File: src/pkg/astx_pkg.sv
/*
  Package of the async serial transmitter/receiver: register map,
  field positions, values after reset, timing counts and carrier types.
  Assumes an 8-bit register port and a baud generator that gives a
  sample tick at sixteen times the bit rate.
*/
// Operation
// load shifter only after stop bit sent
// one-cycle transfer empties buffer, sets flag
// empty flag cleared only by buffer load
// flag clear shows two cycles after write
// transmit request gated by its enable
// shifter-empty status bit, polled only
// shift register has no address
// transmit enable sets buffer-empty flag
// software selects async, enables port first
// ninth transmit bit sent in nine-bit mode
// buffer write starts a transmission
// software programs divisor and rate options
// receive line sampled at sixteen times rate
// receive only when enabled; disable drops errors
// frame sets complete flag; request gated
// nine-bit receive shows ninth bit in status
// framing and overrun errors in status
// buffer read returns low eight data bits
// address detect withholds non-address frames
// unimplemented bits read as zero
// address frames need ninth bit set
// frame: start low, data, stop high
// lsb first; shared format and rate
// generator runs at x16 or x64
package astx_pkg;

  // ==========================================================
  // register offsets
  localparam logic [3:0] ASTX_OFS_IRQ_FLAGS = 4'h0;
  localparam logic [3:0] ASTX_OFS_IRQ_EN = 4'h1;
  localparam logic [3:0] ASTX_OFS_IRQ_PRIO = 4'h2;
  localparam logic [3:0] ASTX_OFS_RX_CTRL = 4'h3;
  localparam logic [3:0] ASTX_OFS_TX_BUF = 4'h4;
  localparam logic [3:0] ASTX_OFS_TX_CTRL = 4'h5;
  localparam logic [3:0] ASTX_OFS_BAUD_CTRL = 4'h6;
  localparam logic [3:0] ASTX_OFS_DIV_HI = 4'h7;
  localparam logic [3:0] ASTX_OFS_DIV_LO = 4'h8;
  localparam logic [3:0] ASTX_OFS_RX_BUF = 4'h9;

  // ==========================================================
  // field positions
  localparam int ASTX_P_RX_IRQ = 5;
  localparam int ASTX_P_TX_IRQ = 4;
  localparam int ASTX_P_PORT_EN = 7;
  localparam int ASTX_P_RX_NINE = 6;
  localparam int ASTX_P_RX_EN = 4;
  localparam int ASTX_P_ADDR_DET = 3;
  localparam int ASTX_P_FRAME_ERR = 2;
  localparam int ASTX_P_OVERRUN = 1;
  localparam int ASTX_P_RX_BIT8 = 0;
  localparam int ASTX_P_TX_NINE = 6;
  localparam int ASTX_P_TX_EN = 5;
  localparam int ASTX_P_SYNC_MODE = 4;
  localparam int ASTX_P_HIGH_SPEED = 2;
  localparam int ASTX_P_SHIFT_EMPTY = 1;
  localparam int ASTX_P_TX_BIT8 = 0;
  localparam int ASTX_P_RX_IDLE = 6;
  localparam int ASTX_P_WIDE_GEN = 3;

  // ==========================================================
  // values after reset and timing counts
  localparam logic ASTX_LINE_IDLE = 1'b1;
  localparam logic [3:0] ASTX_TICK_LAST = 4'hf;
  localparam logic [3:0] ASTX_SAMP_FIRST = 4'h7;
  localparam logic [3:0] ASTX_SAMP_LAST = 4'h9;
  localparam logic [3:0] ASTX_BITS8_LAST = 4'h7;
  localparam logic [3:0] ASTX_BITS9_LAST = 4'h8;
  localparam logic [1:0] ASTX_PRE_LAST = 2'h3;

  // ==========================================================
  // carrier types
  typedef enum logic [1:0] {
    ASTX_IDLE = 2'b00,
    ASTX_START = 2'b01,
    ASTX_DATA = 2'b10,
    ASTX_STOP = 2'b11
  } astx_phase_t;

  typedef struct packed {
    logic [3:0] addr;
    logic [7:0] wdata;
    logic wr;
    logic rd;
  } astx_bus_t;

  typedef struct packed {
    logic [15:0] cnt;
    logic [1:0] pre;
    logic tick;
  } astx_baud_t;

  typedef struct packed {
    logic [7:0] rd_data;
    logic tx_line;
    logic tx_irq;
    logic rx_irq;
    logic serial_port_enable;
    logic sync_mode;
    logic rx_nine_bit_select;
    logic continuous_receive_enable;
    logic address_detect_enable;
    logic tx_nine_bit_select;
    logic transmit_enable;
    logic high_speed_baud_select;
    logic wide_baud_generator_select;
    logic tx_ninth_bit;
    logic tx_interrupt_enable;
    logic rx_interrupt_enable;
    logic tx_irq_priority;
    logic rx_interrupt_priority;
    logic [7:0] baud_divisor_high;
    logic [7:0] baud_divisor_low;
    logic [7:0] tx_buffer;
    logic tx_full;
    logic tx_buffer_empty_flag;
    logic tx_clr_pend;
    astx_phase_t tx_phase;
    logic [8:0] tx_shift;
    logic [3:0] tx_bits;
    logic [3:0] tx_tick;
    astx_phase_t rx_phase;
    logic [3:0] rx_tick;
    logic [3:0] rx_bits;
    logic [2:0] rx_samp;
    logic [8:0] rx_shift;
    logic [7:0] rx_buffer;
    logic rx_ninth_bit;
    logic rx_complete_flag;
    logic framing_error;
    logic overrun_error;
  } astx_state_t;

endpackage

File: src/verilog/astx_top.sv
/*
  Async serial transmitter/receiver: register file on a plain strobe
  port, one-byte transmit buffer feeding a shift register, x16 sampled
  receiver with nine-bit and address-detect modes.
  Assumes rx_line and the bus are synchronous to ref_clk.
*/
// Decided for this implementation: the plain strobed port and the placing of the registers.
`timescale 1ns/1ps
`default_nettype none
module astx_top import astx_pkg::*; (
  input wire logic ref_clk,
  input wire logic reset,
  input wire astx_bus_t bus,
  input wire logic rx_line,
  output logic [7:0] rd_data,
  output logic tx_line,
  output logic tx_irq_req,
  output logic rx_irq_req
);

  // ==========================================================
  // state and helpers
  astx_state_t q_reg;
  astx_state_t q_next;
  logic sample_tick;
  logic port_on;
  logic tx_run;
  logic rx_run;
  logic tx_wr;
  logic rx_rd;
  logic transmit_enable_rise;
  logic [3:0] tx_last;
  logic [3:0] rx_last;
  logic [2:0] rx_samp_n;
  logic rx_bit;
  logic rx_accept;
  logic [7:0] rx_data;

  // port is live only in async mode with the port enabled
  assign port_on = q_reg.serial_port_enable && !q_reg.sync_mode;
  assign tx_run = port_on && q_reg.transmit_enable;
  assign rx_run = port_on && q_reg.continuous_receive_enable;

  // strobes that carry side effects
  assign tx_wr = bus.wr && (bus.addr == ASTX_OFS_TX_BUF);
  assign rx_rd = bus.rd && (bus.addr == ASTX_OFS_RX_BUF);
  assign transmit_enable_rise = bus.wr && (bus.addr == ASTX_OFS_TX_CTRL)
    && bus.wdata[ASTX_P_TX_EN] && !q_reg.transmit_enable;

  // last data bit index of a frame
  assign tx_last = q_reg.tx_nine_bit_select ? ASTX_BITS9_LAST : ASTX_BITS8_LAST;
  assign rx_last = q_reg.rx_nine_bit_select ? ASTX_BITS9_LAST : ASTX_BITS8_LAST;

  // three-sample majority vote around the bit centre
  assign rx_samp_n = {q_reg.rx_samp[1:0], rx_line};
  assign rx_bit = (rx_samp_n[0] && rx_samp_n[1]) || (rx_samp_n[0] && rx_samp_n[2])
    || (rx_samp_n[1] && rx_samp_n[2]);

  // frame is kept unless it is a data frame under address detect
  assign rx_accept = !(q_reg.address_detect_enable && q_reg.rx_nine_bit_select
    && !q_reg.rx_shift[8]);
  // eight-bit frames end up in the top of the shifter
  assign rx_data = q_reg.rx_nine_bit_select ? q_reg.rx_shift[7:0]
    : q_reg.rx_shift[8:1];

  // outputs straight from the state register
  assign rd_data = q_reg.rd_data;
  assign tx_line = q_reg.tx_line;
  assign tx_irq_req = q_reg.tx_irq;
  assign rx_irq_req = q_reg.rx_irq;

  // ==========================================================
  // baud generator
  astx_baud_gen u_baud (
    .ref_clk(ref_clk),
    .reset(reset),
    .enable(port_on),
    .divisor({q_reg.baud_divisor_high, q_reg.baud_divisor_low}),
    .wide_baud_generator_select(q_reg.wide_baud_generator_select),
    .high_speed_baud_select(q_reg.high_speed_baud_select),
    .sample_tick(sample_tick)
  );

  // ==========================================================
  // next-state logic
  always_comb begin
    q_next = q_reg;

    // delayed clear of the buffer-empty flag after a buffer write
    if (q_reg.tx_clr_pend) begin
      q_next.tx_buffer_empty_flag = 1'b0;
      q_next.tx_clr_pend = 1'b0;
    end

    // reading the receive buffer frees it
    if (rx_rd) begin
      q_next.rx_complete_flag = 1'b0;
    end

    // register writes; flag register writes are ignored
    if (bus.wr) begin
      if (bus.addr == ASTX_OFS_IRQ_EN) begin
        q_next.tx_interrupt_enable = bus.wdata[ASTX_P_TX_IRQ];
        q_next.rx_interrupt_enable = bus.wdata[ASTX_P_RX_IRQ];
      end else if (bus.addr == ASTX_OFS_IRQ_PRIO) begin
        q_next.tx_irq_priority = bus.wdata[ASTX_P_TX_IRQ];
        q_next.rx_interrupt_priority = bus.wdata[ASTX_P_RX_IRQ];
      end else if (bus.addr == ASTX_OFS_RX_CTRL) begin
        q_next.serial_port_enable = bus.wdata[ASTX_P_PORT_EN];
        q_next.rx_nine_bit_select = bus.wdata[ASTX_P_RX_NINE];
        q_next.continuous_receive_enable = bus.wdata[ASTX_P_RX_EN];
        q_next.address_detect_enable = bus.wdata[ASTX_P_ADDR_DET];
      end else if (bus.addr == ASTX_OFS_TX_BUF) begin
        q_next.tx_buffer = bus.wdata;
        q_next.tx_full = 1'b1;
        q_next.tx_clr_pend = 1'b1;
      end else if (bus.addr == ASTX_OFS_TX_CTRL) begin
        q_next.tx_nine_bit_select = bus.wdata[ASTX_P_TX_NINE];
        q_next.transmit_enable = bus.wdata[ASTX_P_TX_EN];
        q_next.sync_mode = bus.wdata[ASTX_P_SYNC_MODE];
        q_next.high_speed_baud_select = bus.wdata[ASTX_P_HIGH_SPEED];
        q_next.tx_ninth_bit = bus.wdata[ASTX_P_TX_BIT8];
      end else if (bus.addr == ASTX_OFS_BAUD_CTRL) begin
        q_next.wide_baud_generator_select = bus.wdata[ASTX_P_WIDE_GEN];
      end else if (bus.addr == ASTX_OFS_DIV_HI) begin
        q_next.baud_divisor_high = bus.wdata;
      end else if (bus.addr == ASTX_OFS_DIV_LO) begin
        q_next.baud_divisor_low = bus.wdata;
      end
    end

    // transmit bit timing: sixteen sample ticks per bit
    if (!tx_run) begin
      q_next.tx_phase = ASTX_IDLE;
      q_next.tx_tick = 4'h0;
      q_next.tx_bits = 4'h0;
    end else if (sample_tick && (q_reg.tx_phase != ASTX_IDLE)) begin
      q_next.tx_tick = q_reg.tx_tick + 4'h1;
      if (q_reg.tx_tick == ASTX_TICK_LAST) begin
        case (q_reg.tx_phase)
          ASTX_START: begin
            q_next.tx_phase = ASTX_DATA;
          end
          ASTX_DATA: begin
            q_next.tx_shift = {1'b1, q_reg.tx_shift[8:1]};
            q_next.tx_bits = q_reg.tx_bits + 4'h1;
            if (q_reg.tx_bits == tx_last) begin
              q_next.tx_phase = ASTX_STOP;
            end
          end
          default: begin
            q_next.tx_phase = ASTX_IDLE; // stop bit fully sent
          end
        endcase
      end
    end

    // buffer to shifter transfer, at once when the shifter is free
    if (tx_run && (q_next.tx_phase == ASTX_IDLE) && q_reg.tx_full) begin
      q_next.tx_shift = {q_reg.tx_nine_bit_select ? q_reg.tx_ninth_bit : 1'b1,
        q_reg.tx_buffer};
      q_next.tx_full = tx_wr; // a write in this cycle refills it
      q_next.tx_buffer_empty_flag = 1'b1;
      q_next.tx_phase = ASTX_START;
      q_next.tx_tick = 4'h0;
      q_next.tx_bits = 4'h0;
    end

    // enabling the transmitter announces an empty buffer
    if (transmit_enable_rise) begin
      q_next.tx_buffer_empty_flag = 1'b1;
    end

    // line level follows the phase being sent
    if (q_next.tx_phase == ASTX_START) begin
      q_next.tx_line = 1'b0;
    end else if (q_next.tx_phase == ASTX_DATA) begin
      q_next.tx_line = q_next.tx_shift[0];
    end else begin
      q_next.tx_line = ASTX_LINE_IDLE;
    end

    // receiver: idle hunt, then x16 cells sampled at ticks 7..9
    if (!rx_run) begin
      q_next.rx_phase = ASTX_IDLE;
      q_next.rx_tick = 4'h0;
      q_next.rx_bits = 4'h0;
      q_next.framing_error = 1'b0;
      q_next.overrun_error = 1'b0;
    end else if (sample_tick) begin
      if (q_reg.rx_phase == ASTX_IDLE) begin
        if (!rx_line) begin
          q_next.rx_phase = ASTX_START;
          q_next.rx_tick = 4'h0;
          q_next.rx_bits = 4'h0;
        end
      end else begin
        q_next.rx_tick = q_reg.rx_tick + 4'h1;
        if ((q_reg.rx_tick >= ASTX_SAMP_FIRST) && (q_reg.rx_tick <= ASTX_SAMP_LAST)) begin
          q_next.rx_samp = rx_samp_n;
        end
        if (q_reg.rx_tick == ASTX_SAMP_LAST) begin
          case (q_reg.rx_phase)
            ASTX_START: begin
              if (rx_bit) begin
                q_next.rx_phase = ASTX_IDLE; // start glitch
              end
            end
            ASTX_DATA: begin
              q_next.rx_shift = {rx_bit, q_reg.rx_shift[8:1]};
            end
            default: begin
              q_next.rx_phase = ASTX_IDLE;
              if (rx_accept && !q_reg.overrun_error) begin
                if (q_next.rx_complete_flag) begin
                  q_next.overrun_error = 1'b1;
                end else begin
                  q_next.rx_buffer = rx_data;
                  q_next.rx_ninth_bit = q_reg.rx_nine_bit_select
                    && q_reg.rx_shift[8];
                  q_next.framing_error = !rx_bit;
                  q_next.rx_complete_flag = 1'b1;
                end
              end
            end
          endcase
        end else if (q_reg.rx_tick == ASTX_TICK_LAST) begin
          if (q_reg.rx_phase == ASTX_START) begin
            q_next.rx_phase = ASTX_DATA;
          end else if (q_reg.rx_phase == ASTX_DATA) begin
            q_next.rx_bits = q_reg.rx_bits + 4'h1;
            if (q_reg.rx_bits == rx_last) begin
              q_next.rx_phase = ASTX_STOP;
            end
          end
        end
      end
    end

    // read data, one cycle after the strobe; shift register unmapped
    q_next.rd_data = 8'h00;
    if (bus.rd) begin
      if (bus.addr == ASTX_OFS_IRQ_FLAGS) begin
        q_next.rd_data[ASTX_P_TX_IRQ] = q_reg.tx_buffer_empty_flag;
        q_next.rd_data[ASTX_P_RX_IRQ] = q_reg.rx_complete_flag;
      end else if (bus.addr == ASTX_OFS_IRQ_EN) begin
        q_next.rd_data[ASTX_P_TX_IRQ] = q_reg.tx_interrupt_enable;
        q_next.rd_data[ASTX_P_RX_IRQ] = q_reg.rx_interrupt_enable;
      end else if (bus.addr == ASTX_OFS_IRQ_PRIO) begin
        q_next.rd_data[ASTX_P_TX_IRQ] = q_reg.tx_irq_priority;
        q_next.rd_data[ASTX_P_RX_IRQ] = q_reg.rx_interrupt_priority;
      end else if (bus.addr == ASTX_OFS_RX_CTRL) begin
        q_next.rd_data[ASTX_P_PORT_EN] = q_reg.serial_port_enable;
        q_next.rd_data[ASTX_P_RX_NINE] = q_reg.rx_nine_bit_select;
        q_next.rd_data[ASTX_P_RX_EN] = q_reg.continuous_receive_enable;
        q_next.rd_data[ASTX_P_ADDR_DET] = q_reg.address_detect_enable;
        q_next.rd_data[ASTX_P_FRAME_ERR] = q_reg.framing_error;
        q_next.rd_data[ASTX_P_OVERRUN] = q_reg.overrun_error;
        q_next.rd_data[ASTX_P_RX_BIT8] = q_reg.rx_ninth_bit;
      end else if (bus.addr == ASTX_OFS_TX_BUF) begin
        q_next.rd_data = q_reg.tx_buffer;
      end else if (bus.addr == ASTX_OFS_TX_CTRL) begin
        q_next.rd_data[ASTX_P_TX_NINE] = q_reg.tx_nine_bit_select;
        q_next.rd_data[ASTX_P_TX_EN] = q_reg.transmit_enable;
        q_next.rd_data[ASTX_P_SYNC_MODE] = q_reg.sync_mode;
        q_next.rd_data[ASTX_P_HIGH_SPEED] = q_reg.high_speed_baud_select;
        q_next.rd_data[ASTX_P_SHIFT_EMPTY] = (q_reg.tx_phase == ASTX_IDLE);
        q_next.rd_data[ASTX_P_TX_BIT8] = q_reg.tx_ninth_bit;
      end else if (bus.addr == ASTX_OFS_BAUD_CTRL) begin
        q_next.rd_data[ASTX_P_RX_IDLE] = (q_reg.rx_phase == ASTX_IDLE);
        q_next.rd_data[ASTX_P_WIDE_GEN] = q_reg.wide_baud_generator_select;
      end else if (bus.addr == ASTX_OFS_DIV_HI) begin
        q_next.rd_data = q_reg.baud_divisor_high;
      end else if (bus.addr == ASTX_OFS_DIV_LO) begin
        q_next.rd_data = q_reg.baud_divisor_low;
      end else if (bus.addr == ASTX_OFS_RX_BUF) begin
        q_next.rd_data = q_reg.rx_buffer;
      end
    end

    // interrupt requests gated by their enables
    q_next.tx_irq = q_reg.tx_buffer_empty_flag && q_reg.tx_interrupt_enable;
    q_next.rx_irq = q_reg.rx_complete_flag && q_reg.rx_interrupt_enable;
  end

  // ==========================================================
  // state register
  always_ff @(posedge ref_clk or posedge reset) begin
    if (reset) begin
      q_reg <= '0;
      q_reg.tx_line <= ASTX_LINE_IDLE;
    end else begin
      q_reg <= q_next;
    end
  end
endmodule
`default_nettype wire

File: src/verilog/astx_baud_gen.sv
/*
  Baud generator: divides ref_clk by the divisor, or its low byte when narrow, plus one (and by four more in x64 mode) and gives a
  one-cycle sample tick at sixteen times the bit rate.
  Assumes divisor and option bits are held steady by the register file.
*/
`timescale 1ns/1ps
`default_nettype none
module astx_baud_gen import astx_pkg::*; (
  input wire logic ref_clk,
  input wire logic reset,
  input wire logic enable,
  input wire logic [15:0] divisor,
  input wire logic wide_baud_generator_select,
  input wire logic high_speed_baud_select,
  output logic sample_tick
);

  astx_baud_t b_reg;
  astx_baud_t b_next;
  logic x64;
  logic [15:0] reload;

  // x64 with both option bits clear, else x16
  assign x64 = !wide_baud_generator_select && !high_speed_baud_select;
  // narrow generator uses only the low divisor byte
  assign reload = wide_baud_generator_select ? divisor : {8'h00, divisor[7:0]};
  assign sample_tick = b_reg.tick;

  // down counter, plus divide by four in x64 mode
  always_comb begin
    b_next = b_reg;
    b_next.tick = 1'b0;
    if (!enable) begin
      b_next.cnt = 16'h0000;
      b_next.pre = 2'h0;
    end else if (b_reg.cnt != 16'h0000) begin
      b_next.cnt = b_reg.cnt - 16'h0001;
    end else begin
      b_next.cnt = reload;
      b_next.pre = b_reg.pre + 2'h1;
      b_next.tick = !x64 || (b_reg.pre == ASTX_PRE_LAST);
    end
  end

  // state register
  always_ff @(posedge ref_clk or posedge reset) begin
    if (reset) begin
      b_reg <= '0;
    end else begin
      b_reg <= b_next;
    end
  end

endmodule
`default_nettype wire

File: config.mk
export PLATFORM = sky130hd
export DESIGN_NAME = astx_top
export DESIGN_NICKNAME = d
export VERILOG_FILES = /design/src/pkg/astx_pkg.sv /design/src/verilog/astx_top.sv /design/src/verilog/astx_baud_gen.sv
export SDC_FILE = /design/constraint.sdc
export NUM_CORES = 1
export LEC_CHECK = 0
export BUFFER_PORTS_ARGS = -buffer_cell sky130_fd_sc_hd__buf_2
export CAP_MARGIN = 25
export CELL_PAD_IN_SITES_DETAIL_PLACEMENT = 0
export CELL_PAD_IN_SITES_GLOBAL_PLACEMENT = 2
export CORE_AREA = 2 2 128 130
export CTS_CLUSTER_DIAMETER = 120
export DETAILED_ROUTE_END_ITERATION = 10
export DIE_AREA = 0 0 130 132
export PLACE_DENSITY = 0.87
export SLEW_MARGIN = 15
export SYNTH_ARGS = -nofsm -noshare
export SYNTH_HDL_FRONTEND = slang
export SYNTH_SLANG_ARGS = --single-unit
File: constraint.sdc
create_clock -name ref_clk -period 5.49 [get_ports ref_clk]
set_clock_uncertainty 0.05 [all_clocks]
set_input_delay 1.098 -clock ref_clk [delete_from_list [all_inputs] [get_ports ref_clk]]
set_output_delay 1.098 -clock ref_clk [all_outputs]
set_load 0.05 [all_outputs]
==> metrics.md, run 1 <==
| Metric | Value |
|---|---|
| Status | completed |
| Max incr delay on CP | 740 ps |
| Post-Synthesis Cells | 594 |
| FF-to-FF End | q_reg[49] |
| Startpoint types | flop |
| Synthesis-to-layout area growth | 13.0% |
| Synth Flop Type | dfrtp_1 |
| Logic gate share of total power | 0.253 |
| Worst-Margin Slew | 940 ps |
| EDFF count, synth | 0 |
| # DRC | 0 |
| Yosys cell types | 71 |
| R2R depth | 7 |
| Top delay family on crit path | compound AO/OA/AOI/OAI gates |
| Reg2reg start | q_reg[51] |
| #FFs+latches synth | 123 |
| Post-CTS Setup Inserts | 0 |
| DRT Wirelength | 15.1 mm |
| Final #Nets | 640 |
| Leak | 3.15 nW |
| DRT iter0 DRCs | 300 |
| Post-Syn Area per Cell | 10.7 um^2 |
| CTS tree | built |
| Critical path arrival | 2950 ps |
| Placed Cells | 804 |
| Share of layout cells above drive strength 1 | 0.180 |
| Switching power | 1.01 mW |
| Post-DR wirelength/cell | 18.0 um |
| Max reg flops | 93 |
| Hold Crit Class | reg -> reg |
| CP cell instances | inv_1 > ha_1 > nand3b_2 > o21ai_1 > and2_1 > o2111a_1 > mux2_1 |
| Post-CTS sizing | 0 |
| Ant diodes | 0 |
| Clock Pin Slew Worst Setup and Hold Paths | 50 ps |
| Area contributors post-synth | dfrtp_1 (48%), mux2_2 (5.5%), mux2_1 (5.3%) |
| Slew HR | 0.368 |
| Cell internal pwr | 2.11 mW |
| Vias/cell | 5.28 |
| # setup viols final | 0 |
| Worst Hold End | q_reg[12] |
| CTS H-tree lvls | 4 |
| Net Sw Frac | 0.324 |
| Clk sink count | 123 |
| Root buffer cell | clkbuf_16 |
| Tcrit/Tclk final | 0.491 |
| Max-cap violations | 0 |
| GP Congestion | 0.914 |
| Synth area leader | dfrtp_1 |
| Sequential fraction of the synthesis area | 0.483 |
| Antenna Violating Nets Remaining | 0 |
| Area share of the largest cell type after synthesis | 0.479 |
| Largest net degree at the start of global routing | 66 |
| Core area | 15,700 um^2 |
| Yosys Warn Count | 0 |
| Crit path kind | reg -> reg |
| Tot GR Track Use | 0.187 |
| Post-route minimum period | 2700 ps |
| Vias in the first global route | 4,458 |
| Peak supply drop | 225 uV |
| Crit path buffers/inverters | 1 |
| Clock power frac | 0.355 |
| Pins Over Slew Limit | 0 |
| Via count | 4,422 |
| Worst-Skew Late Latency | 420 ps |
| Slowest-stage cell, CP | o2111a_1 |
| Worst hold margin | 436 ps |
| Hold_buf cts | 0 |
| Setup total negative slack | 0 ps |
| First-pass GRT wire length | 24.3 mm |
| Placement Rows | 46 |
| Hold Path Cell Cnt | 1 |
| RSZ-0062 raised after global routing | no |
| Async SR Flop Fraction | 1.00 |
| Port Buffers | 27 |
| Fin cells | 837 |
| FMAX | 371 MHz |
| Die height | 132 um |
| Final hold violations | 0 |
| Commonest cells in the netlist | dfrtp_1 (122), nand2_1 (49), nor2_1 (34) |
| Req. time, crit path | 5740 ps |
| Power Dens Cells | 434 nW/um^2 |
| WP depth | 7 |
| 1st-pass router iterations | 4 |
| Most numerous cell in the Yosys netlist | dfrtp_1 |
| Die area | 17,200 um^2 |
| Reg power frac | 0.392 |
| Initial antenna violation count | 0 |
| Worst Setup End Kind | flop |
| DP HPWL | 10.8 mm |
| Total CTS buffers | 17 |
| Reg2Reg Setup Slack | 2790 ps |
| # IOs | 28 |
| Critical Path Fanout Max | 19 |
| Die X | 130 um |
| Total gr overflow | 0 |
| Post-synth net total | 626 |
| Initial Util | 0.405 |
| Post-Syn Area | 6370 um^2 |
| Clk buf depth | 2 |
| HP Start | q_reg[12] |
| Layout filler cell count | 1,445 |
-- kinds of logic (layout without fill, tap and decap cells) --
group	count (synthesis)	after routing	synth area share
XOR/XNOR	20	20	0.0275
AO/OA/AOI/OAI	119	119	0.129
adder cells (fa/ha/maj)	15	15	0.0295
multiplexers	78	78	0.135
buffers and inverters	56	83	0.0432
flip-flops	123	123	0.483
AND/OR/NAND/NOR	183	183	0.153
-- through the flow --
step	area, um^2	setup WS [ps]	util	total power, mW
2_1_floorplan	6370	1070	-	1.81
3_3_place_gp	6600	2520	0.420	1.99
3_5_place_dp	6600	2440	0.420	2.00
4_1_cts	7190	2560	0.457	3.13
5_1_grt	7200	2590	0.458	3.31
6_report	7200	2790	0.458	3.13
-- worst max-delay path by stage --
stage | startpoint | to | slack (ps)
2_1_floorplan | reset | q_reg[0] | 1070
3_3_place_gp | bus[13] | rd_data[1] | 2520
3_5_place_dp | bus[13] | rd_data[1] | 2440
4_1_cts | u_baud.b_reg[14] | u_baud.b_reg[16] | 2560
5_1_grt | q_reg[51] | q_reg[47] | 2590
6_report | q_reg[51] | q_reg[49] | 2790
-- final cells by class --
| class | instances | area, um^2 | share of cell area |
|---|---|---|---|
| Inverter | 21 | 81.3 | 0.0113 |
| Sequential cell | 123 | 3080 | 0.428 |
| Multi-Input combinational cell | 415 | 3020 | 0.419 |
| Tap cell | 216 | 270 | 0.0376 |
| Clock buffer | 21 | 470 | 0.0654 |
| Clock inverter | 11 | 119 | 0.0165 |
| Timing Repair Buffer | 30 | 161 | 0.0224 |
-- layout by cell type (no fill, tap or decap), drive strengths merged, types with 3 or more instances in the layout --
cell type    n
nor2        35
nor2b        8
and2         7
ha          15
clkinvlp     4
nand3       17
nor3b        3
buf         30
and3b        3
a21oi       22
o2bb2ai      8
o22ai        7
and3         3
nand4        4
a311oi       6
xnor2       10
nand3b       4
nor3        28
or4          3
a2bb2oi      4
o31ai        3
o22a         3
mux2        61
xor2        10
a211oi      10
nand2       50
inv         21
nand2b       9
clkinv       5
mux2i       17
a32o         3
a21boi       3
clkbuf      21
o21ai       33
dfrtp      122
-- power by group through the flow --
| stage | sequential, mW | clock [mW] | combinational, mW |
|---|---|---|---|
| floorplan | 1.19 | 0 | 0.623 |
| global placement | 1.23 | 0 | 0.755 |
| detailed placement | 1.24 | 0 | 0.767 |
| CTS | 1.22 | 1.13 | 0.776 |
| global route | 1.25 | 1.18 | 0.883 |
| finish | 1.22 | 1.11 | 0.791 |
-- routing by layer --
| metal | wire length, um | GRT usage | vias to the layer above |
|---|---|---|---|
| met5 | 0 | 0 | - |
| met4 | 82 | 0.0490 | 0 |
| met3 | 550 | 0.0572 | 7 |
| met2 | 7000 | 0.281 | 66 |
| met1 | 7430 | 0.262 | 2184 |
| li1 | - | - | 2165 |
Power figures use the tool's default switching activity.
==> inputs of run 2 (changes only) <==
Settings changed: CORE_AREA 2 2 128 130 to 2 2 135 137, DIE_AREA 0 0 130 132 to 0 0 137 139, PLACE_DENSITY 0.87 to 0.83.
Clock period 5.49 ns to 2.3 ns, I/O delays scaled along.
==> metrics.md, run 2 (same netlist as run 1, synthesis figures left out) <==
| Metric | Value |
|---|---|
| Status | completed |
| CTS H-tree lvls | 4 |
| Final Power | 7.83 mW |
| Clk sink count | 123 |
| Core area | 17,700 um^2 |
| Crit path kind | reg -> reg |
| GRT Max-Usage Layer | met2 |
| GP Congestion | 0.865 |
| # IOs | 28 |
| Vias in the first global route | 4,733 |
| Critical Path Fanout Max | 4 |
| Clock power frac | 0.378 |
| # DRC | 0 |
| Met1 Resource Use GR | 0.237 |
| Final Core Density | 0.429 |
| Max reg flops | 93 |
| Total gr overflow | 0 |
| Switching power | 2.48 mW |
| Root buffer cell | clkbuf_16 |
| Post-DR wirelength/cell | 17.5 um |
| FMAX | 454 MHz |
| Tcrit/Tclk final | 0.958 |
| Via count | 4,654 |
| DRT iter0 DRCs | 313 |
| Worst-Margin Slew | 822 ps |
| Slew HR | 0.447 |
| Peak supply drop | 522 uV |
| Worst Setup End Kind | flop |
| Reg2reg start | q_reg[32] |
| Ant diodes | 0 |
| Layout filler cell count | 1,670 |
| Commonest non-fill, non-tap cell in the layout | dfrtp_1 |
| Die X | 137 um |
| Leak | 3.35 nW |
| DP HPWL | 11.1 mm |
| Max-cap violations | 0 |
| Logic gate share of total power | 0.251 |
| Pins Over Slew Limit | 0 |
| Worst hold margin | 59.2 ps |
| Largest net degree at the start of global routing | 46 |
| Final #Nets | 668 |
| Reg2Reg Setup Slack | 100 ps |
| Clock Pin Slew Worst Setup and Hold Paths | 60 ps |
| Commonest non-fill, non-tap cells in the layout | dfrtp_1 (122), nand2_1 (49), nor2_1 (34) |
| First-pass GRT wire length | 25.4 mm |
| Synthesis-to-layout area growth | 18.9% |
| Req. time, crit path | 2570 ps |
| Post-route minimum period | 2200 ps |
| Critical path arrival | 2470 ps |
| DRT Wirelength | 15.3 mm |
| Worst Setup SP | q_reg[32] |
| Port Buffers | 27 |
| Initial Util | 0.361 |
| GR Util met2 | 0.266 |
| Antenna Violating Nets Remaining | 0 |
| Tot GR Track Use | 0.172 |
| Cell internal pwr | 5.35 mW |
| 1st-pass router iterations | 4 |
| Die area | 19,000 um^2 |
| Hold Crit Class | in -> async |
| Reg power frac | 0.371 |
| Share of layout cells above drive strength 1 | 0.227 |
| Initial antenna violation count | 0 |
| M3 GR Usage | 0.0373 |
| Clk buf depth | 2 |
| Final hold violations | 0 |
| Hold_buf cts | 0 |
| CTS tree | built |
| RSZ-0062 raised after global routing | no |
| Die height | 139 um |
| Net Sw Frac | 0.316 |
| Vias/cell | 5.30 |
| Worst-Skew Late Latency | 420 ps |
| Worst setup margin | 97.7 ps |
| Total CTS buffers | 17 |
| Placement Rows | 49 |
| DP Worst Slack | -16.6 ps |
| Startpoint types | flop |
| # setup viols final | 0 |
| Setup total negative slack | 0 ps |
| Power Dens Cells | 1030 nW/um^2 |
## run 2: cell types whose count changed in the layout (fill, tap and decap cells not counted), sizes merged
cell / delta
buf: +27
bufinv: +3
clkbuf: -3
clkinv: +1
clkinvlp: -1
nand3: +1
## run 2: path summary, 6_finish.rpt
path	endpoint	depth (start not counted)
worst min-delay path	q_reg[20]	2
worst max-delay path	q_reg[1]	7
worst min register to register	rx_irq_req	1
max in group asynchronous	tx_line	3
min in group ref_clk	rd_data[5]	2
worst max register to register	q_reg[1]	7
## run 2: timing repair
item                                    4_1_cts  5_1_grt
buffers inserted                              0        2
resized for setup                             1        8
cloned                                        0        1
endpoints found under the setup margin        6       19
pin swaps                                     0        2
## run 2: power groups by stage
stage | registers, mW | clock network, mW | logic (mW)
after floorplan | 2.84 | 0 | 1.49
after global placement | 2.92 | 0 | 1.90
after detailed placement | 2.93 | 0 | 1.94
after CTS | 2.90 | 3.01 | 1.96
after global routing | 2.95 | 3.11 | 2.18
final | 2.91 | 2.96 | 1.96
## run 2: area by class of cell
| type | count | area [um^2] | area share |
|---|---|---|---|
| Clock buffer | 18 | 439 | 0.0580 |
| Tap cell | 229 | 287 | 0.0378 |
| Multi-Input combinational cell | 416 | 3070 | 0.405 |
| Inverter | 21 | 82.6 | 0.0109 |
| Sequential cell | 123 | 3080 | 0.407 |
| Timing Repair Buffer | 57 | 402 | 0.0530 |
| Clock inverter | 14 | 219 | 0.0289 |
## run 2: through the flow
step                std cells  instance area (um^2)
global placement          843                  6850
global route              878                  7570
detailed placement        843                  6850
CTS                       875                  7510
finish                    878                  7570
floorplan                 594                  6370
## run 2: critical path, stage by stage, from the launching register on
cell and delay, ps:
dfrtp_1 420, inv_2 130, ha_4 220, or4b_4 520
a311oi_4 290, buf_6 160, a21oi_1 70, a311oi_1 250
## run 2: per-layer routing
metal | vias to the layer above | share of wire
li1 | 2230 | -
met1 | 2329 | 0.47
met2 | 82 | 0.48
met3 | 13 | 0.040
met4 | 0 | 0.010
met5 | - | 0
==> inputs of run 3 (changes only) <==
Settings changed: ABC_AREA set to 1, CORE_AREA 2 2 135 137 to 2 2 139 141, DIE_AREA 0 0 137 139 to 0 0 141 143, PLACE_DENSITY 0.83 to 0.84.
==> metrics.md, run 3 <==
| Metric | Value |
|---|---|
| Status | completed |
| Slowest-stage cell, CP | dfrtp_1 |
| Final hold violations | 0 |
| Clk sink count | 123 |
| Fin cells | 1,034 |
| Yosys Warn Count | 0 |
| Mux cell area share after synthesis | 0 |
| Tcrit/Tclk final | 0.893 |
| Post-DR wirelength/cell | 14.8 um |
| Synth Flop Type | dfrtp_1 |
| Synth Area in Adders | 0.0299 |
| Sequential fraction of the synthesis area | 0.491 |
| Synthesis-to-layout area growth | 16.3% |
| Hold Crit Class | in -> reg |
| Placed Area | 6690 um^2 |
| Async SR Flop Fraction | 1.00 |
| Post-Syn Area per Cell | 8.41 um^2 |
| Placement Rows | 50 |
| Commonest non-fill, non-tap cells in the layout | nand2_1 (164), dfrtp_1 (122), inv_1 (96) |
| CTS tree | built |
| Worst setup margin | 246 ps |
| # IOs | 28 |
| #FFs+latches synth | 123 |
| Vias/cell | 4.77 |
| DRT Wirelength | 15.3 mm |
| RSZ-0062 raised after global routing | no |
| Port Buffers | 27 |
| Largest family of logic cells by synthesized area | simple AND/OR/NAND/NOR gates |
| Post-route minimum period | 2050 ps |
| Die X | 141 um |
| Clock Pin Slew Worst Setup and Hold Paths | 60 ps |
| Initial antenna violation count | 0 |
| Die area | 20,200 um^2 |
| Post-CTS Setup Inserts | 0 |
| Peak supply drop | 566 uV |
| Post-route cell area | 7300 um^2 |
| CP cell instances | inv_1 > ha_1 > nor2_4 > nand3_2 > nand2_1 > nand3_2 > nand2_1 > inv_4 > nand2_4 > nand2_2 > nor2_2 > nand2_1 > nand2_1 |
| Share of layout cells above drive strength 1 | 0.153 |
| Max reg flops | 93 |
| # DRC | 0 |
| Critical path arrival | 2360 ps |
| Max-cap violations | 0 |
| Root buffer cell | clkbuf_16 |
| Largest net degree at the start of global routing | 45 |
| Pins Over Slew Limit | 0 |
| Post-CTS sizing | 0 |
| Clk buf depth | 2 |
| 1st-pass router iterations | 5 |
| Total CTS buffers | 17 |
| Xor/xnor share of the synthesized area | 0.0223 |
| Setup total negative slack | 0 ps |
| DRT iter0 DRCs | 325 |
| Power Dens Cells | 1000 nW/um^2 |
| CTS H-tree lvls | 4 |
| Worst Setup End Kind | flop |
| Core area | 18,600 um^2 |
| Leak | 3.54 nW |
| Hold Path Cell Cnt | 3 |
| Area share of the largest cell type after synthesis | 0.486 |
| Ant diodes | 0 |
| First-pass GRT wire length | 25.6 mm |
| Post-synthesis simple-gate area fraction | 0.237 |
| Yosys cell types | 44 |
| Max incr delay on CP | 320 ps |
| Worst-Margin Slew | 493 ps |
| Vias in the first global route | 4,881 |
| Req. time, crit path | 2610 ps |
| Commonest cells in the netlist | nand2_1 (164), dfrtp_1 (122), inv_1 (97) |
| Synth area leader | dfrtp_1 |
| Total gr overflow | 0 |
| Antenna Violating Nets Remaining | 0 |
| Most numerous cell in the Yosys netlist | nand2_1 |
| R2R depth | 13 |
| GP Congestion | 0.793 |
| Final #Nets | 819 |
| Tot GR Track Use | 0.164 |
| Initial Util | 0.338 |
| Synth Area in Compound Gates | 0.135 |
| Commonest non-fill, non-tap cell in the layout | nand2_1 |
| Area contributors post-synth | dfrtp_1 (49%), nand2_1 (9.8%), inv_1 (5.8%) |
| Worst-Skew Late Latency | 420 ps |
| Post-Synthesis Cells | 746 |
| Die height | 143 um |
| Crit path kind | reg -> reg |
| Via count | 4,936 |
| Slew HR | 0.668 |
| DP Worst Slack | 258 ps |
| DP HPWL | 11.5 mm |
| Post-Syn Area | 6280 um^2 |
| Startpoint types | flop |
| Post-synth net total | 778 |
| Top cell by count, worst path | nand2_1 |
| EDFF count, synth | 0 |
| FMAX | 487 MHz |
| Hold_buf cts | 1 |
| Critical Path Fanout Max | 22 |
| # setup viols final | 0 |
| Placed Cells | 1,001 |
| Final Power | 7.32 mW |
-- run 3: cell types whose count changed in the layout (fill, tap and decap cells not counted), moves of 9 or more --
cell      delta
nand2_1    +115
inv_1       +81
o21ai_0     +49
nand3_1     +46
mux2_2      -31
mux2_1      -30
mux2i_1     -17
nor3_1      -16
buf_4       -14
a211oi_1     -9
nand2b_1     -9
-- run 3: cell type report --
type                            instances  area, um^2
Fill cell                            1904       11300
Sequential cell                       123        3080
Multi-Input combinational cell        498        2670
Clock buffer                           20         457
Inverter                              106         407
Tap cell                              234         293
Timing Repair Buffer                   41         255
Clock inverter                         12         146
-- run 3: per-stage QoR --
step	hold WS [ps]	util
floorplan	383	-
global placement	347	0.360
detailed placement	347	0.360
CTS	237	0.393
global route	265	0.393
finish	259	0.393
-- run 3: worst max-delay path: cells and delay by family (launching register included) --
kind | cells | cell delay, ps
adder cells (fa/ha/maj) | 1 | 270
buffers and inverters | 2 | 150
flip-flops | 1 | 320
AND/OR/NAND/NOR | 10 | 1210
-- run 3: logic make-up (layout without fill, tap and decap cells) --
| logic type | Yosys count | count (layout) |
|---|---|---|
| adders and majority gates | 15 | 15 |
| AOI/OAI and AO/OA | 147 | 147 |
| xor gates and xnor gates | 16 | 16 |
| buffers and inverters | 125 | 179 |
| DFF | 123 | 123 |
| and+or+nand+nor | 320 | 320 |
-- run 3: metal layers --
layer  GRT usage  wire (um)
met1       0.218       7580
met2       0.268       7240
met3      0.0402        423
met4      0.0432        113
met5           0          0
-- run 3: path summary, 6_finish.rpt --
path	startpoint	slack, ps	to
min	bus[7]	260	q_reg[87]
min reg2reg	q_reg[53]	410	q_reg[54]
max in group asynchronous	reset	1070	rd_data[2]
max	q_reg[51]	250	q_reg[38]
min in group asynchronous	reset	460	q_reg[14]
max reg2reg	q_reg[51]	250	q_reg[38]
-- run 3: power breakdown --
group | leakage [nW] | internal (mW) | switching, mW
logic | 1.62 | 0.664 | 1.12
registers | 1.63 | 2.52 | 0.282
clock network | 0.292 | 1.75 | 0.984
